===== src/hdl/sls_pkg.sv =====
// constants, types and carriers shared by the stroke limit stop logic
// Functional notes
// - limit input is normally closed; closed means released, open means active.
// - active limit raises its warning and stops the motor by configured method.
// - forward limit guards positive travel, reverse limit guards negative travel.
// - stop method select: 0 quick stop (reset default), 1 slow stop.
// - auto-on select treats both limits as always released; default 0 uses inputs.
// - torque mode ignores limits, except linear motors during pole detection.
// - pole detection limit select: 0 honours limits there (default), 1 ignores.
// - while limited, position commands away from the limit are accepted.
// - in speed mode, speed commands away from the limit are accepted.
// - a limit stop may invalidate home; controller must home again.
// - each limit function can be routed to any digital input pin.
package sls_pkg;
   // ==========================================================
   // timing
   localparam int CLK_MHZ     = 250;
   localparam int DEB_TIME_US = 1000;
   localparam int DEB_CYC     = DEB_TIME_US * CLK_MHZ;
   localparam int CNT_W       = 18;
   // ==========================================================
   // sizes
   localparam int NUM_PINS = 8;
   localparam int PIN_W    = 3;
   localparam int ADDR_W   = 8;
   localparam int IRQ_W    = 3;
   // ==========================================================
   // register offsets
   localparam logic [ADDR_W-1:0] OFS_CTRL   = 8'h00;
   localparam logic [ADDR_W-1:0] OFS_STATUS = 8'h04;
   localparam logic [ADDR_W-1:0] OFS_ISTAT  = 8'h08;
   localparam logic [ADDR_W-1:0] OFS_IMASK  = 8'h0C;
   // ==========================================================
   // control field positions and reset values
   localparam int CTRL_STOP_SLOW = 0;
   localparam int CTRL_WARN_OFF  = 1;
   localparam int CTRL_AUTO_ON   = 2;
   localparam int CTRL_POLE_OFF  = 3;
   localparam int CTRL_FWD_PIN   = 8;
   localparam int CTRL_REV_PIN   = 12;
   localparam logic [PIN_W-1:0] FWD_PIN_RST = 3'h0;
   localparam logic [PIN_W-1:0] REV_PIN_RST = 3'h1;
   // ==========================================================
   // status and interrupt bit positions
   localparam int ST_FWD_ACT   = 0;
   localparam int ST_REV_ACT   = 1;
   localparam int ST_FWD_WARN  = 2;
   localparam int ST_REV_WARN  = 3;
   localparam int ST_STOP      = 4;
   localparam int ST_HOME_LOST = 5;
   localparam int ST_FWD_PIN   = 8;
   localparam int ST_REV_PIN   = 9;
   localparam int IRQ_FWD      = 0;
   localparam int IRQ_REV      = 1;
   localparam int IRQ_HOME     = 2;
   // ==========================================================
   // bus answers
   localparam logic [1:0] RESP_OKAY   = 2'h0;
   localparam logic [1:0] RESP_SLVERR = 2'h2;
   // ==========================================================
   // types
   typedef enum logic [1:0] {
      MODE_POS    = 2'b00,
      MODE_SPEED  = 2'b01,
      MODE_TORQUE = 2'b10
   } sls_mode_t;

   typedef struct packed {
      logic             stop_slow;
      logic             warn_off;
      logic             auto_on;
      logic             pole_off;
      logic [PIN_W-1:0] fwd_pin;
      logic [PIN_W-1:0] rev_pin;
   } sls_cfg_t;

   typedef struct packed {
      logic [31:0] awaddr;
      logic        awvalid;
      logic [31:0] wdata;
      logic [3:0]  wstrb;
      logic        wvalid;
      logic        bready;
      logic [31:0] araddr;
      logic        arvalid;
      logic        rready;
   } sls_axi_req_t;

   typedef struct packed {
      logic        awready;
      logic        wready;
      logic        bvalid;
      logic [1:0]  bresp;
      logic        arready;
      logic        rvalid;
      logic [31:0] rdata;
      logic [1:0]  rresp;
   } sls_axi_rsp_t;
endpackage


===== src/hdl/sls_pin_route.sv =====
// routes one chosen digital input pin to a limit function
`timescale 1ns/100ps
`default_nettype none
module sls_pin_route
   import sls_pkg::*;
(
   // clock and reset
   input  wire logic                aclk,
   input  wire logic                aresetn,
   input  wire logic                ce,
   // pins and selection
   input  wire logic [NUM_PINS-1:0] pins,
   input  wire logic [PIN_W-1:0]    sel,
   // routed level
   output logic                     pin_out
);
   typedef struct packed {
      logic pin;
   } sls_route_st_t;

   sls_route_st_t s;
   sls_route_st_t next_s;

   // ==========================================================
   // selection mux, registered
   always_comb
   begin
      next_s     = s;
      next_s.pin = pins[sel];
   end

   // reset to closed so no false limit right after reset
   always_ff @(posedge aclk)
   begin
      if (!aresetn)
         s <= '1;
      else if (ce)
         s <= next_s;
   end

   assign pin_out = s.pin;
endmodule
`default_nettype wire


===== src/hdl/sls_debounce.sv =====
// synchroniser and bounce filter for one limit contact
`timescale 1ns/100ps
`default_nettype none
module sls_debounce
   import sls_pkg::*;
#(
   parameter int DEB_COUNT = DEB_CYC
)
(
   // clock and reset
   input  wire logic aclk,
   input  wire logic aresetn,
   input  wire logic ce,
   // contact
   input  wire logic raw,
   output logic      filt
);
   localparam logic [CNT_W-1:0] LAST = CNT_W'(DEB_COUNT - 1);

   typedef struct packed {
      logic             s1;
      logic             s2;
      logic [CNT_W-1:0] cnt;
      logic             filt;
   } sls_deb_st_t;

   sls_deb_st_t s;
   sls_deb_st_t next_s;

   // ==========================================================
   // new level must hold a full filter time before it is taken
   always_comb
   begin
      next_s    = s;
      next_s.s1 = raw;
      next_s.s2 = s.s1;
      if (s.s2 == s.filt)
         next_s.cnt = '0;
      else if (s.cnt == LAST)
      begin
         next_s.filt = s.s2;
         next_s.cnt  = '0;
      end
      else
         next_s.cnt = s.cnt + CNT_W'(1);
   end

   // resets closed (released); an open contact shows after one filter time
   always_ff @(posedge aclk)
   begin
      if (!aresetn)
      begin
         s      <= '0;
         s.s1   <= 1'b1;
         s.s2   <= 1'b1;
         s.filt <= 1'b1;
      end
      else if (ce)
         s <= next_s;
   end

   assign filt = s.filt;
endmodule
`default_nettype wire


===== src/hdl/sls_top.sv =====
// stroke limit supervision with register slave and interrupt
//
// Our own choices: register access over AXI4-Lite and the register offsets.
`timescale 1ns/100ps
`default_nettype none
module sls_top
   import sls_pkg::*;
#(
   parameter int DEB_COUNT = DEB_CYC
)
(
   // clock, reset, enable
   input  wire logic                aclk,
   input  wire logic                aresetn,
   input  wire logic                ce,
   // register bus
   input  wire sls_pkg::sls_axi_req_t axi_req,
   output sls_pkg::sls_axi_rsp_t    axi_rsp,
   // digital input pins of the io_connector
   input  wire logic [sls_pkg::NUM_PINS-1:0] io_connector,
   // drive state
   input  wire sls_pkg::sls_mode_t  ctl_mode,
   input  wire logic                motor_linear,
   input  wire logic                pole_detect_active,
   input  wire logic                homing_done,
   // motion commands
   input  wire logic                cmd_pos,
   input  wire logic                cmd_neg,
   output logic                     cmd_pos_ok,
   output logic                     cmd_neg_ok,
   // stop and warnings
   output logic                     stop_req,
   output logic                     stop_slow,
   output logic [1:0]               stroke_limit_warning,
   output logic                     home_lost,
   output logic                     irq
);
   import sls_pkg::*;

   typedef struct packed {
      sls_cfg_t          cfg;
      logic [IRQ_W-1:0]  ist;
      logic [IRQ_W-1:0]  imask;
      logic              aw_ok;
      logic [ADDR_W-1:0] awa;
      logic              w_ok;
      logic [31:0]       wd;
      logic [3:0]        ws;
      logic              bv;
      logic [1:0]        br;
      logic              rv;
      logic [31:0]       rd;
      logic [1:0]        rr;
      logic [1:0]        eff_d;
      logic              stop;
      logic              home_lost;
      logic [1:0]        warn;
   } sls_main_st_t;

   sls_main_st_t s;
   sls_main_st_t next_s;

   logic [1:0]       closed;
   logic [1:0]       routed;
   logic [1:0][PIN_W-1:0] pin_sel;
   logic [1:0]       act;
   logic [1:0]       eff;
   logic [1:0]       hit;
   logic             hon;
   logic             wr_go;
   logic [IRQ_W-1:0] ev;
   logic [31:0]      clr;
   logic [31:0]      merged;

   // ==========================================================
   // byte-lane merge and control word packing
   function automatic logic [31:0] lane_merge(input logic [31:0] o,
                                              input logic [31:0] d,
                                              input logic [3:0]  b);
      logic [31:0] r;
      r = o;
      for (int i = 0; i < 4; i++)
         if (b[i])
            r[8*i +: 8] = d[8*i +: 8];
      return r;
   endfunction

   function automatic logic [31:0] ctrl_word(input sls_cfg_t c);
      logic [31:0] w;
      w = '0;
      w[CTRL_STOP_SLOW]             = c.stop_slow;
      w[CTRL_WARN_OFF]              = c.warn_off;
      w[CTRL_AUTO_ON]               = c.auto_on;
      w[CTRL_POLE_OFF]              = c.pole_off;
      w[CTRL_FWD_PIN +: PIN_W]      = c.fwd_pin;
      w[CTRL_REV_PIN +: PIN_W]      = c.rev_pin;
      return w;
   endfunction

   function automatic sls_cfg_t ctrl_unpack(input logic [31:0] w);
      sls_cfg_t c;
      c.stop_slow = w[CTRL_STOP_SLOW];
      c.warn_off  = w[CTRL_WARN_OFF];
      c.auto_on   = w[CTRL_AUTO_ON];
      c.pole_off  = w[CTRL_POLE_OFF];
      c.fwd_pin   = w[CTRL_FWD_PIN +: PIN_W];
      c.rev_pin   = w[CTRL_REV_PIN +: PIN_W];
      return c;
   endfunction

   // ==========================================================
   // per-channel pin routing and contact filtering; index 0 forward
   assign pin_sel[0] = s.cfg.fwd_pin;
   assign pin_sel[1] = s.cfg.rev_pin;

   for (genvar g = 0; g < 2; g++)
   begin : g_chan
      sls_pin_route u_route (
         .aclk    (aclk),
         .aresetn (aresetn),
         .ce      (ce),
         .pins    (io_connector),
         .sel     (pin_sel[g]),
         .pin_out (routed[g])
      );
      sls_debounce #(.DEB_COUNT(DEB_COUNT)) u_deb (
         .aclk    (aclk),
         .aresetn (aresetn),
         .ce      (ce),
         .raw     (routed[g]),
         .filt    (closed[g])
      );
   end

   // ==========================================================
   // limit qualification
   always_comb
   begin
      // open contact means limit in progress, unless forced on
      act = ~closed & {2{~s.cfg.auto_on}};
      unique case (ctl_mode)
         MODE_POS,
         MODE_SPEED:  hon = 1'b1;
         MODE_TORQUE: hon = motor_linear & pole_detect_active;
         default:     hon = 1'b1; // unknown mode: stay protected
      endcase
      if (pole_detect_active && s.cfg.pole_off)
         hon = 1'b0;
      eff = act & {2{hon}};
      hit = eff & ~s.eff_d;
   end

   // ==========================================================
   // interrupt events
   assign ev[IRQ_FWD]  = hit[0];
   assign ev[IRQ_REV]  = hit[1];
   assign ev[IRQ_HOME] = (|hit) & ~s.cfg.stop_slow & ~s.home_lost;
   assign wr_go        = s.aw_ok & s.w_ok & ~s.bv;
   assign merged       = lane_merge(s.awa == OFS_CTRL ? ctrl_word(s.cfg) :
                                    {{(32-IRQ_W){1'b0}}, s.imask}, s.wd, s.ws);
   assign clr          = (wr_go && s.awa == OFS_ISTAT) ?
                         lane_merge('0, s.wd, s.ws) : '0;

   // ==========================================================
   // next state: bus channels, registers, limit reaction
   always_comb
   begin
      next_s = s;
      // write address and data taken in either order
      if (axi_req.awvalid && !s.aw_ok && !s.bv)
      begin
         next_s.aw_ok = 1'b1;
         next_s.awa   = axi_req.awaddr[ADDR_W-1:0];
      end
      if (axi_req.wvalid && !s.w_ok && !s.bv)
      begin
         next_s.w_ok = 1'b1;
         next_s.wd   = axi_req.wdata;
         next_s.ws   = axi_req.wstrb;
      end
      if (s.bv && axi_req.bready)
         next_s.bv = 1'b0;
      if (wr_go)
      begin
         next_s.aw_ok = 1'b0;
         next_s.w_ok  = 1'b0;
         next_s.bv    = 1'b1;
         next_s.br    = RESP_OKAY;
         case (s.awa)
            OFS_CTRL:   next_s.cfg   = ctrl_unpack(merged);
            OFS_IMASK:  next_s.imask = merged[IRQ_W-1:0];
            OFS_ISTAT,
            OFS_STATUS: ;
            default:    next_s.br    = RESP_SLVERR;
         endcase
      end
      // read: one outstanding, data registered
      if (s.rv && axi_req.rready)
         next_s.rv = 1'b0;
      if (axi_req.arvalid && !s.rv)
      begin
         next_s.rv = 1'b1;
         next_s.rr = RESP_OKAY;
         next_s.rd = '0;
         case (axi_req.araddr[ADDR_W-1:0])
            OFS_CTRL:   next_s.rd = ctrl_word(s.cfg);
            OFS_STATUS:
            begin
               next_s.rd[ST_FWD_ACT]   = s.eff_d[0];
               next_s.rd[ST_REV_ACT]   = s.eff_d[1];
               next_s.rd[ST_FWD_WARN]  = s.warn[0];
               next_s.rd[ST_REV_WARN]  = s.warn[1];
               next_s.rd[ST_STOP]      = s.stop;
               next_s.rd[ST_HOME_LOST] = s.home_lost;
               next_s.rd[ST_FWD_PIN]   = closed[0];
               next_s.rd[ST_REV_PIN]   = closed[1];
            end
            OFS_ISTAT:  next_s.rd[IRQ_W-1:0] = s.ist;
            OFS_IMASK:  next_s.rd[IRQ_W-1:0] = s.imask;
            default:    next_s.rr = RESP_SLVERR;
         endcase
      end
      // sticky events: a new event beats a clear in the same cycle
      next_s.ist   = (s.ist & ~clr[IRQ_W-1:0]) | ev;
      next_s.eff_d = eff;
      // warning follows the active limit unless silenced
      next_s.warn  = eff & {2{~s.cfg.warn_off}};
      // stop held until released or commanded away from the limit
      if (|hit)
         next_s.stop = 1'b1;
      else if (eff == 2'b00)
         next_s.stop = 1'b0;
      else if (eff == 2'b01 && cmd_neg && !cmd_pos)
         next_s.stop = 1'b0;
      else if (eff == 2'b10 && cmd_pos && !cmd_neg)
         next_s.stop = 1'b0;
      // quick stop discards home; homing clears it, a new loss wins
      if (homing_done)
         next_s.home_lost = 1'b0;
      if ((|hit) && !s.cfg.stop_slow)
         next_s.home_lost = 1'b1;
   end

   // ==========================================================
   // single state register
   always_ff @(posedge aclk)
   begin
      if (!aresetn)
      begin
         s             <= '0;
         s.cfg.fwd_pin <= FWD_PIN_RST;
         s.cfg.rev_pin <= REV_PIN_RST;
      end
      else if (ce)
         s <= next_s;
   end

   // ==========================================================
   // outputs; forward limit blocks positive travel only
   assign cmd_pos_ok           = cmd_pos & ~s.eff_d[0];
   assign cmd_neg_ok           = cmd_neg & ~s.eff_d[1];
   assign stop_req             = s.stop;
   assign stop_slow            = s.cfg.stop_slow;
   assign stroke_limit_warning = s.warn;
   assign home_lost            = s.home_lost;
   assign irq                  = |(s.ist & s.imask);

   assign axi_rsp.awready = ~s.aw_ok & ~s.bv;
   assign axi_rsp.wready  = ~s.w_ok & ~s.bv;
   assign axi_rsp.bvalid  = s.bv;
   assign axi_rsp.bresp   = s.br;
   assign axi_rsp.arready = ~s.rv;
   assign axi_rsp.rvalid  = s.rv;
   assign axi_rsp.rdata   = s.rd;
   assign axi_rsp.rresp   = s.rr;
endmodule
`default_nettype wire


===== config.mk =====
export PLATFORM = sky130hd
export DESIGN_NAME = sls_top
export DESIGN_NICKNAME = d
export VERILOG_FILES = /design/src/hdl/sls_pkg.sv /design/src/hdl/sls_pin_route.sv /design/src/hdl/sls_debounce.sv /design/src/hdl/sls_top.sv
export SDC_FILE = /design/constraint.sdc
export NUM_CORES = 1
export LEC_CHECK = 0
export ABC_CLOCK_PERIOD_IN_PS = 5800
export BUFFER_PORTS_ARGS = -buffer_cell sky130_fd_sc_hd__buf_4
export CELL_PAD_IN_SITES_DETAIL_PLACEMENT = 0
export CELL_PAD_IN_SITES_GLOBAL_PLACEMENT = 1
export CORE_MARGIN = 4
export CORE_UTILIZATION = 40
export DETAILED_ROUTE_END_ITERATION = 6
export GPL_TIMING_DRIVEN = 0
export PLACE_DENSITY_LB_ADDON = 0.1
export SLEW_MARGIN = 20
export SYNTH_ARGS = -nofsm -noshare
export SYNTH_HDL_FRONTEND = slang
export SYNTH_SLANG_ARGS = --single-unit

===== constraint.sdc =====
create_clock -name aclk -period 5.8 [get_ports aclk]
set_input_delay 0.58 -clock aclk [delete_from_list [all_inputs] [get_ports aclk]]
set_output_delay 0.58 -clock aclk [all_outputs]
set_load 0.05 [all_outputs]

* Yosys cells after proc, flatten, opt, wreduce, memory -nomap -nowiden
Cells that the tools add are included.
Word-level totals: flip-flop bits (word level) 148, input bits 123, output and inout bits 49, logic and storage cells 167
Operators by class: add/sub/neg operators 2, $lt $le $gt $ge 2, eq/ne operators 15, mux-type cells 35, bitwise operators 31, reduce and logical (&&, ||, !) cells 50
Operators with widths (number):
- 2-to-1 mux 18 bit | 4
- 2-to-1 mux 37 bit | 1
- adder 18 x 1 -> 18 bit, second input constant | 2
- equality test 18 bit, second input constant | 2
- 2-to-1 mux 35 bit | 1
- equality test 8 x 4 -> 1 bit, second input constant | 4
- AND reduction 2 bit | 10
- equality test 8 x 3 -> 1 bit, second input constant | 2
- logical NOT 8 bit | 2
- 2-to-1 mux 15 bit | 1
- logical AND 1 bit | 14
- 2-to-1 mux 1 bit | 14
- NOT 1 bit | 12
- one-hot mux 3 bit (4 select lines) | 1
- AND reduction 3 bit | 4
- nonzero test 2 bit | 5
- bitwise AND 1 bit | 9
- 2-to-1 mux 3 bit | 3
- 2-to-1 mux 9 bit | 1
- bitwise AND 2 bit | 4
- less-than comparator 3 x 4 -> 1 bit, second input constant | 2
- AND reduction 4 bit | 2
- OR reduction 4 bit | 2
- logical NOT 1 bit | 7
- other kinds (19) | 26

* Longest topological paths before layout
depth after elaboration 11, mapped depth 7, depth with buffers taken out 6

* By module
From an unflattened synthesis, not the netlist that was laid out.
Second synthesis, totals: cell total of the unflattened synthesis 611, area total of the unflattened synthesis 5353.9 um^2
Modules (own cells, without submodules):
- sls_top | instances 1, cells each 331, area each 2880.3 um^2, seq. area each 1201.2 um^2
- sls_debounce at g_chan[1].u_deb | instances 1, cells each 128, area each 1143.6 um^2, seq. area each 420.4 um^2
- sls_debounce at g_chan[0].u_deb | instances 1, cells each 132, area each 1114.8 um^2, seq. area each 420.4 um^2
- sls_pin_route | instances 2, cells each 10, area each 107.6 um^2, seq. area each 20.0 um^2

* Least setup slack after synthesis
No wires, ideal clock.
path type flip-flop to flip-flop, start point register g_chan[0].u_deb.s[1] (netlist name), end point register g_chan[0].u_deb.s[17] (netlist name), library setup time 0.074 ns, arrival 1.856 ns, data required time 5.726 ns, path slack 3.870 ns, cell stages (with the launch flop) 7, path buffers 0, clock period less this slack 1.930 ns, path through dfxtp_1 > ha_1 > nand3_2 > or4_4 > or2_0 > or3_1 > a31oi_1
On the way: word-level cells in the longest chain between the ends 3, elaborated cells on any way between the ends 4, classes of those cells add/sub (1); eq/ne (1); mux (2)
Ends and longest elaborated chain:
- start, declared | line sls_debounce.sv:27 | sls_deb_st_t s;
- start signal, assigned | line sls_debounce.sv:59 | s <= next_s;
- adder 18 x 1 -> 18 bit or equality test 18 bit (tied branches) | line sls_debounce.sv:45, sls_debounce.sv:39
- 2-to-1 mux 18 bit (*) | line sls_debounce.sv:39 | else if (s.cnt == LAST)
- 2-to-1 mux 18 bit (*) | line sls_debounce.sv:37 | if (s.s2 == s.filt)
Mark *: on every way between the ends. The rest lies on a longest branch, timed or not. A chain may end at the register's enable or synchronous reset.

* Worst setup path in the final report
start point register, netlist name g_chan[0].u_deb.filt, end point register g_chan[0].u_deb.s[14] (netlist name)
On the way: word-level cells in the longest chain between the ends 2
Ends and longest elaborated chain (line):
- equality test 1 bit | sls_debounce.sv:37
- 2-to-1 mux 18 bit | sls_debounce.sv:37
Every way passes these cells.

==> out/results.ini <==
[status]
status = completed

[synth]
ys_ff_latch = 104
syn_area_mm2 = 0.00506
synth_edf_count = 0
syn_inst = 577
ys.flop_type = dfxtp_1
synth_mux_area_frac = 0.0766
synthAdderAreaFrac = 0.00494
ys_warn_count = 0
synth-xor-area-share = 0.0225
ys_seq_area_frac = 0.411
synth-simple-area-share = 0.265
async_flop_share = 0
ys_types = 68
synth_top_family_by_area = simple AND/OR/NAND/NOR gates
post_synth.cell_area_avg_um2 = 8.77
synth-compound-area-share = 0.130

[critical_path]
cp_top_family = compound AO/OA/AOI/OAI gates
slowest_stage = a21oi_1
end_kind = flop
r2r_slack_ps = 3520
worstSetupPathType = flop to flop
reg2reg_depth = 6
worst_ep_required_time_ps = 6080
cp-start-kind = flop
crit_arrival_ps = 2560
cpPeakStageDelay_ps = 540
timing.rr.start = g_chan[0].u_deb.filt
cpMostUsedCell = clkbuf_1
r2r_end = g_chan[0].u_deb.s[14]
crit_buf_inv = 2
cp_max_fo = 10
crit_cells = 6
worstPathCellList = clkbuf_1 -> xnor2_1 -> a21oi_1 -> clkbuf_1 -> o211ai_1 -> a31oi_1

[pwr]
switching_share = 0.269
power.density_mw_per_mm2 = 239
p_comb_frac = 0.116
clockPowerShare = 0.391
p_leak_nw = 2.41
power.internal_mw = 1.08
switchingPower_mw = 0.400
ir_drop_mv = 0.143
seq_power_share = 0.493

[clocking]
htree_levels = 3
ctsResizeCount = 0
clock_latency_ps = 340
cts_made_buffers = 9
cts.sinks = 104
cts-hold-fix-buffers = 0
cts_tree = done
postCtsSetupBuffers = 0
clk_pin_slew_ps = 70
clockRootBuffer = clkbuf_16
clockBufferDepth = 2

[global_routing]
grt-ovfl-total = 0
track_usage = 0.190
grt_pass1_wl_um = 21900
grt_max_degree = 19
antenna_found_initial = 0
grt_pass1_vias = 4337

[timing]
final_max_slew_viol_count = 0
finClkSkew_ps = 7.08
hold_viol = 0
post-route-period-util = 0.393
period_needed_ps = 2280
layout_setup_ws_ps = 3520
max_freq_mhz = 439
setup-tns-final_ps = 0
grt_setup_unrepaired = false
finalSetupViolCount = 0
slew_headroom = 0.434
worst_pin_slew_ps = 841

[min_path]
holdPathEnd = s[56]
min_path_type = flop to flop
min_path_cells = 2
hold_start = s[56]

[floorplan]
start_util = 0.415
die_h_um = 121
rows = 40
die_x_um = 121
ios = 172
fp.coreArea_mm2 = 0.0122
die_area_mm2 = 0.0145

[detailed_routing]
dr.pass1.iters = 5
drt-wirelength-per-cell_um = 15.7
post-route-drc-count = 0
vias = 4473
ant_nets = 0
first_iter_violations = 305
viasPerCell = 5.21
wl_um = 13500

[placed_design]
dp_worst_setup_slack_ps = 3320
gp_congestion = 0.843
io_buffers = 76
hpwl_um = 10100
post_dp_cell_area_mm2 = 0.00592

[layout]
nFillCells = 1243
drive_gt1_frac = 0.233
nets = 810
design_area_mm2 = 0.00621
n_antenna_cell = 0
area_delta_synth_final_pct = 22.6

[flow_run]
maxCapViolations = 0

cell usage in the layout, fill, tap and decap left out, types with 5 or more instances in the layout:
| cell | count |
|---|---|
| nor2b_1 | 8 |
| dfxtp_1 | 104 |
| and3_1 | 5 |
| clkbuf_1 | 22 |
| buf_4 | 117 |
| nand3b_1 | 5 |
| or3_1 | 7 |
| nand4_1 | 14 |
| a31oi_1 | 10 |
| mux2i_1 | 23 |
| nand3_1 | 31 |
| a311o_1 | 5 |
| xor2_1 | 6 |
| a21oi_1 | 27 |
| mux4_2 | 7 |
| o21ai_0 | 16 |
| nor3_1 | 7 |
| a22oi_1 | 9 |
| nand2_1 | 71 |
| nor4_1 | 8 |
| and4_1 | 6 |
| nor2_1 | 55 |
| xnor2_1 | 7 |
| conb_1 | 22 |
| clkbuf_16 | 9 |
| inv_1 | 7 |
cell type report:
| type | count | area, um^2 | share of cell area |
|---|---|---|---|
| buffer | 70 | 422 | 0.0679 |
| clock buffer | 9 | 225 | 0.0363 |
| clock inverter | 7 | 55.1 | 0.00887 |
| inverter | 7 | 26.3 | 0.00423 |
| multi-input combinational | 417 | 2620 | 0.422 |
| sequential | 104 | 2080 | 0.335 |
| tap | 168 | 210 | 0.0339 |
| timing repair buffer | 76 | 571 | 0.0919 |
power groups by stage:
stage          sequential [mW]  combinational (mW)  clock, mW
6_report                 0.732               0.172      0.580
5_1_grt                  0.734               0.185      0.620
4_1_cts                  0.732               0.172      0.597
3_5_place_dp             0.749               0.172          0
3_3_place_gp             0.749               0.171          0
2_1_floorplan            0.747               0.116          0
through the flow:
stage,power [mW],instances,util,hold slack [ps]
final,1.48,858,0.508,461
after global placement,0.919,842,0.485,447
after detailed placement,0.921,842,0.485,451
after floorplan,0.863,598,-,436
after global routing,1.54,858,0.508,467
after CTS,1.50,858,0.508,458
synthesized netlist by cell type (6+ instances only):
| cell | number | area (um^2) |
|---|---|---|
| a22oi_1 | 9 | 67.6 |
| nor2_1 | 55 | 206 |
| nor4_1 | 9 | 56.3 |
| xnor2_1 | 7 | 61.3 |
| buf_4 | 41 | 308 |
| mux2i_1 | 23 | 230 |
| dfxtp_1 | 104 | 2080 |
| a31oi_1 | 10 | 62.6 |
| inv_1 | 7 | 26.3 |
| a21oi_1 | 27 | 135 |
| clkbuf_1 | 22 | 82.6 |
| xor2_1 | 6 | 52.6 |
| nand4_1 | 14 | 87.6 |
| o21ai_0 | 16 | 80.1 |
| or3_1 | 7 | 43.8 |
| mux4_2 | 7 | 158 |
| nand2_1 | 71 | 267 |
| nor2b_1 | 8 | 50.1 |
| nor3_1 | 7 | 35.0 |
| and4_1 | 6 | 52.6 |
| nand3_1 | 31 | 155 |
layer usage:
layer,GRT usage,up-vias,part of all wire
li1,-,2245,-
met1,0.249,2124,0.45
met2,0.323,95,0.50
met3,0.0355,9,0.043
met4,0.0446,0,0.0097
met5,0,-,0
registers in the layout (all words and copies together) (netlist names), 2 cells and up:
| name | count |
|---|---|
| g_chan.u_deb.s | 38 |
| s | 33 |
| axi_rsp | 16 |
| pin_sel | 6 |
| g_chan.u_deb.filt | 2 |
| g_chan.u_deb.next_s | 2 |
| g_chan.u_route.pin_out | 2 |
| stroke_limit_warning | 2 |
how the worst max path moves through the flow:
stage / startpoint / slack [ps] / endpoint
floorplan: g_chan[0].u_deb.s[1] / 3870 / g_chan[0].u_deb.s[17]
global placement: aresetn / 3370 / axi_rsp[16]
detailed placement: axi_req[7] / 3320 / axi_rsp[10]
CTS: g_chan[0].u_deb.s[1] / 3590 / g_chan[0].u_deb.s[14]
global route: g_chan[0].u_deb.filt / 3330 / g_chan[0].u_deb.s[16]
finish: g_chan[0].u_deb.filt / 3520 / g_chan[0].u_deb.s[14]
worst min-delay path: cells and delay by family (launching register included):
family           cells  cell delay (ps)
AO/OA/AOI/OAI        1               50
flip-flops           1              310
AND/OR/NAND/NOR      1               50
cell families (layout without fill, tap and decap cells):
kind of cell / after synthesis / count (layout)
other cells: 1 / 22
mux: 30 / 30
xor+xnor: 13 / 13
simple gates: 251 / 251
buf+inv: 77 / 169
fa+ha+maj: 2 / 2
flops: 104 / 104
compound gates: 99 / 99
Power figures use the tool's default switching activity.
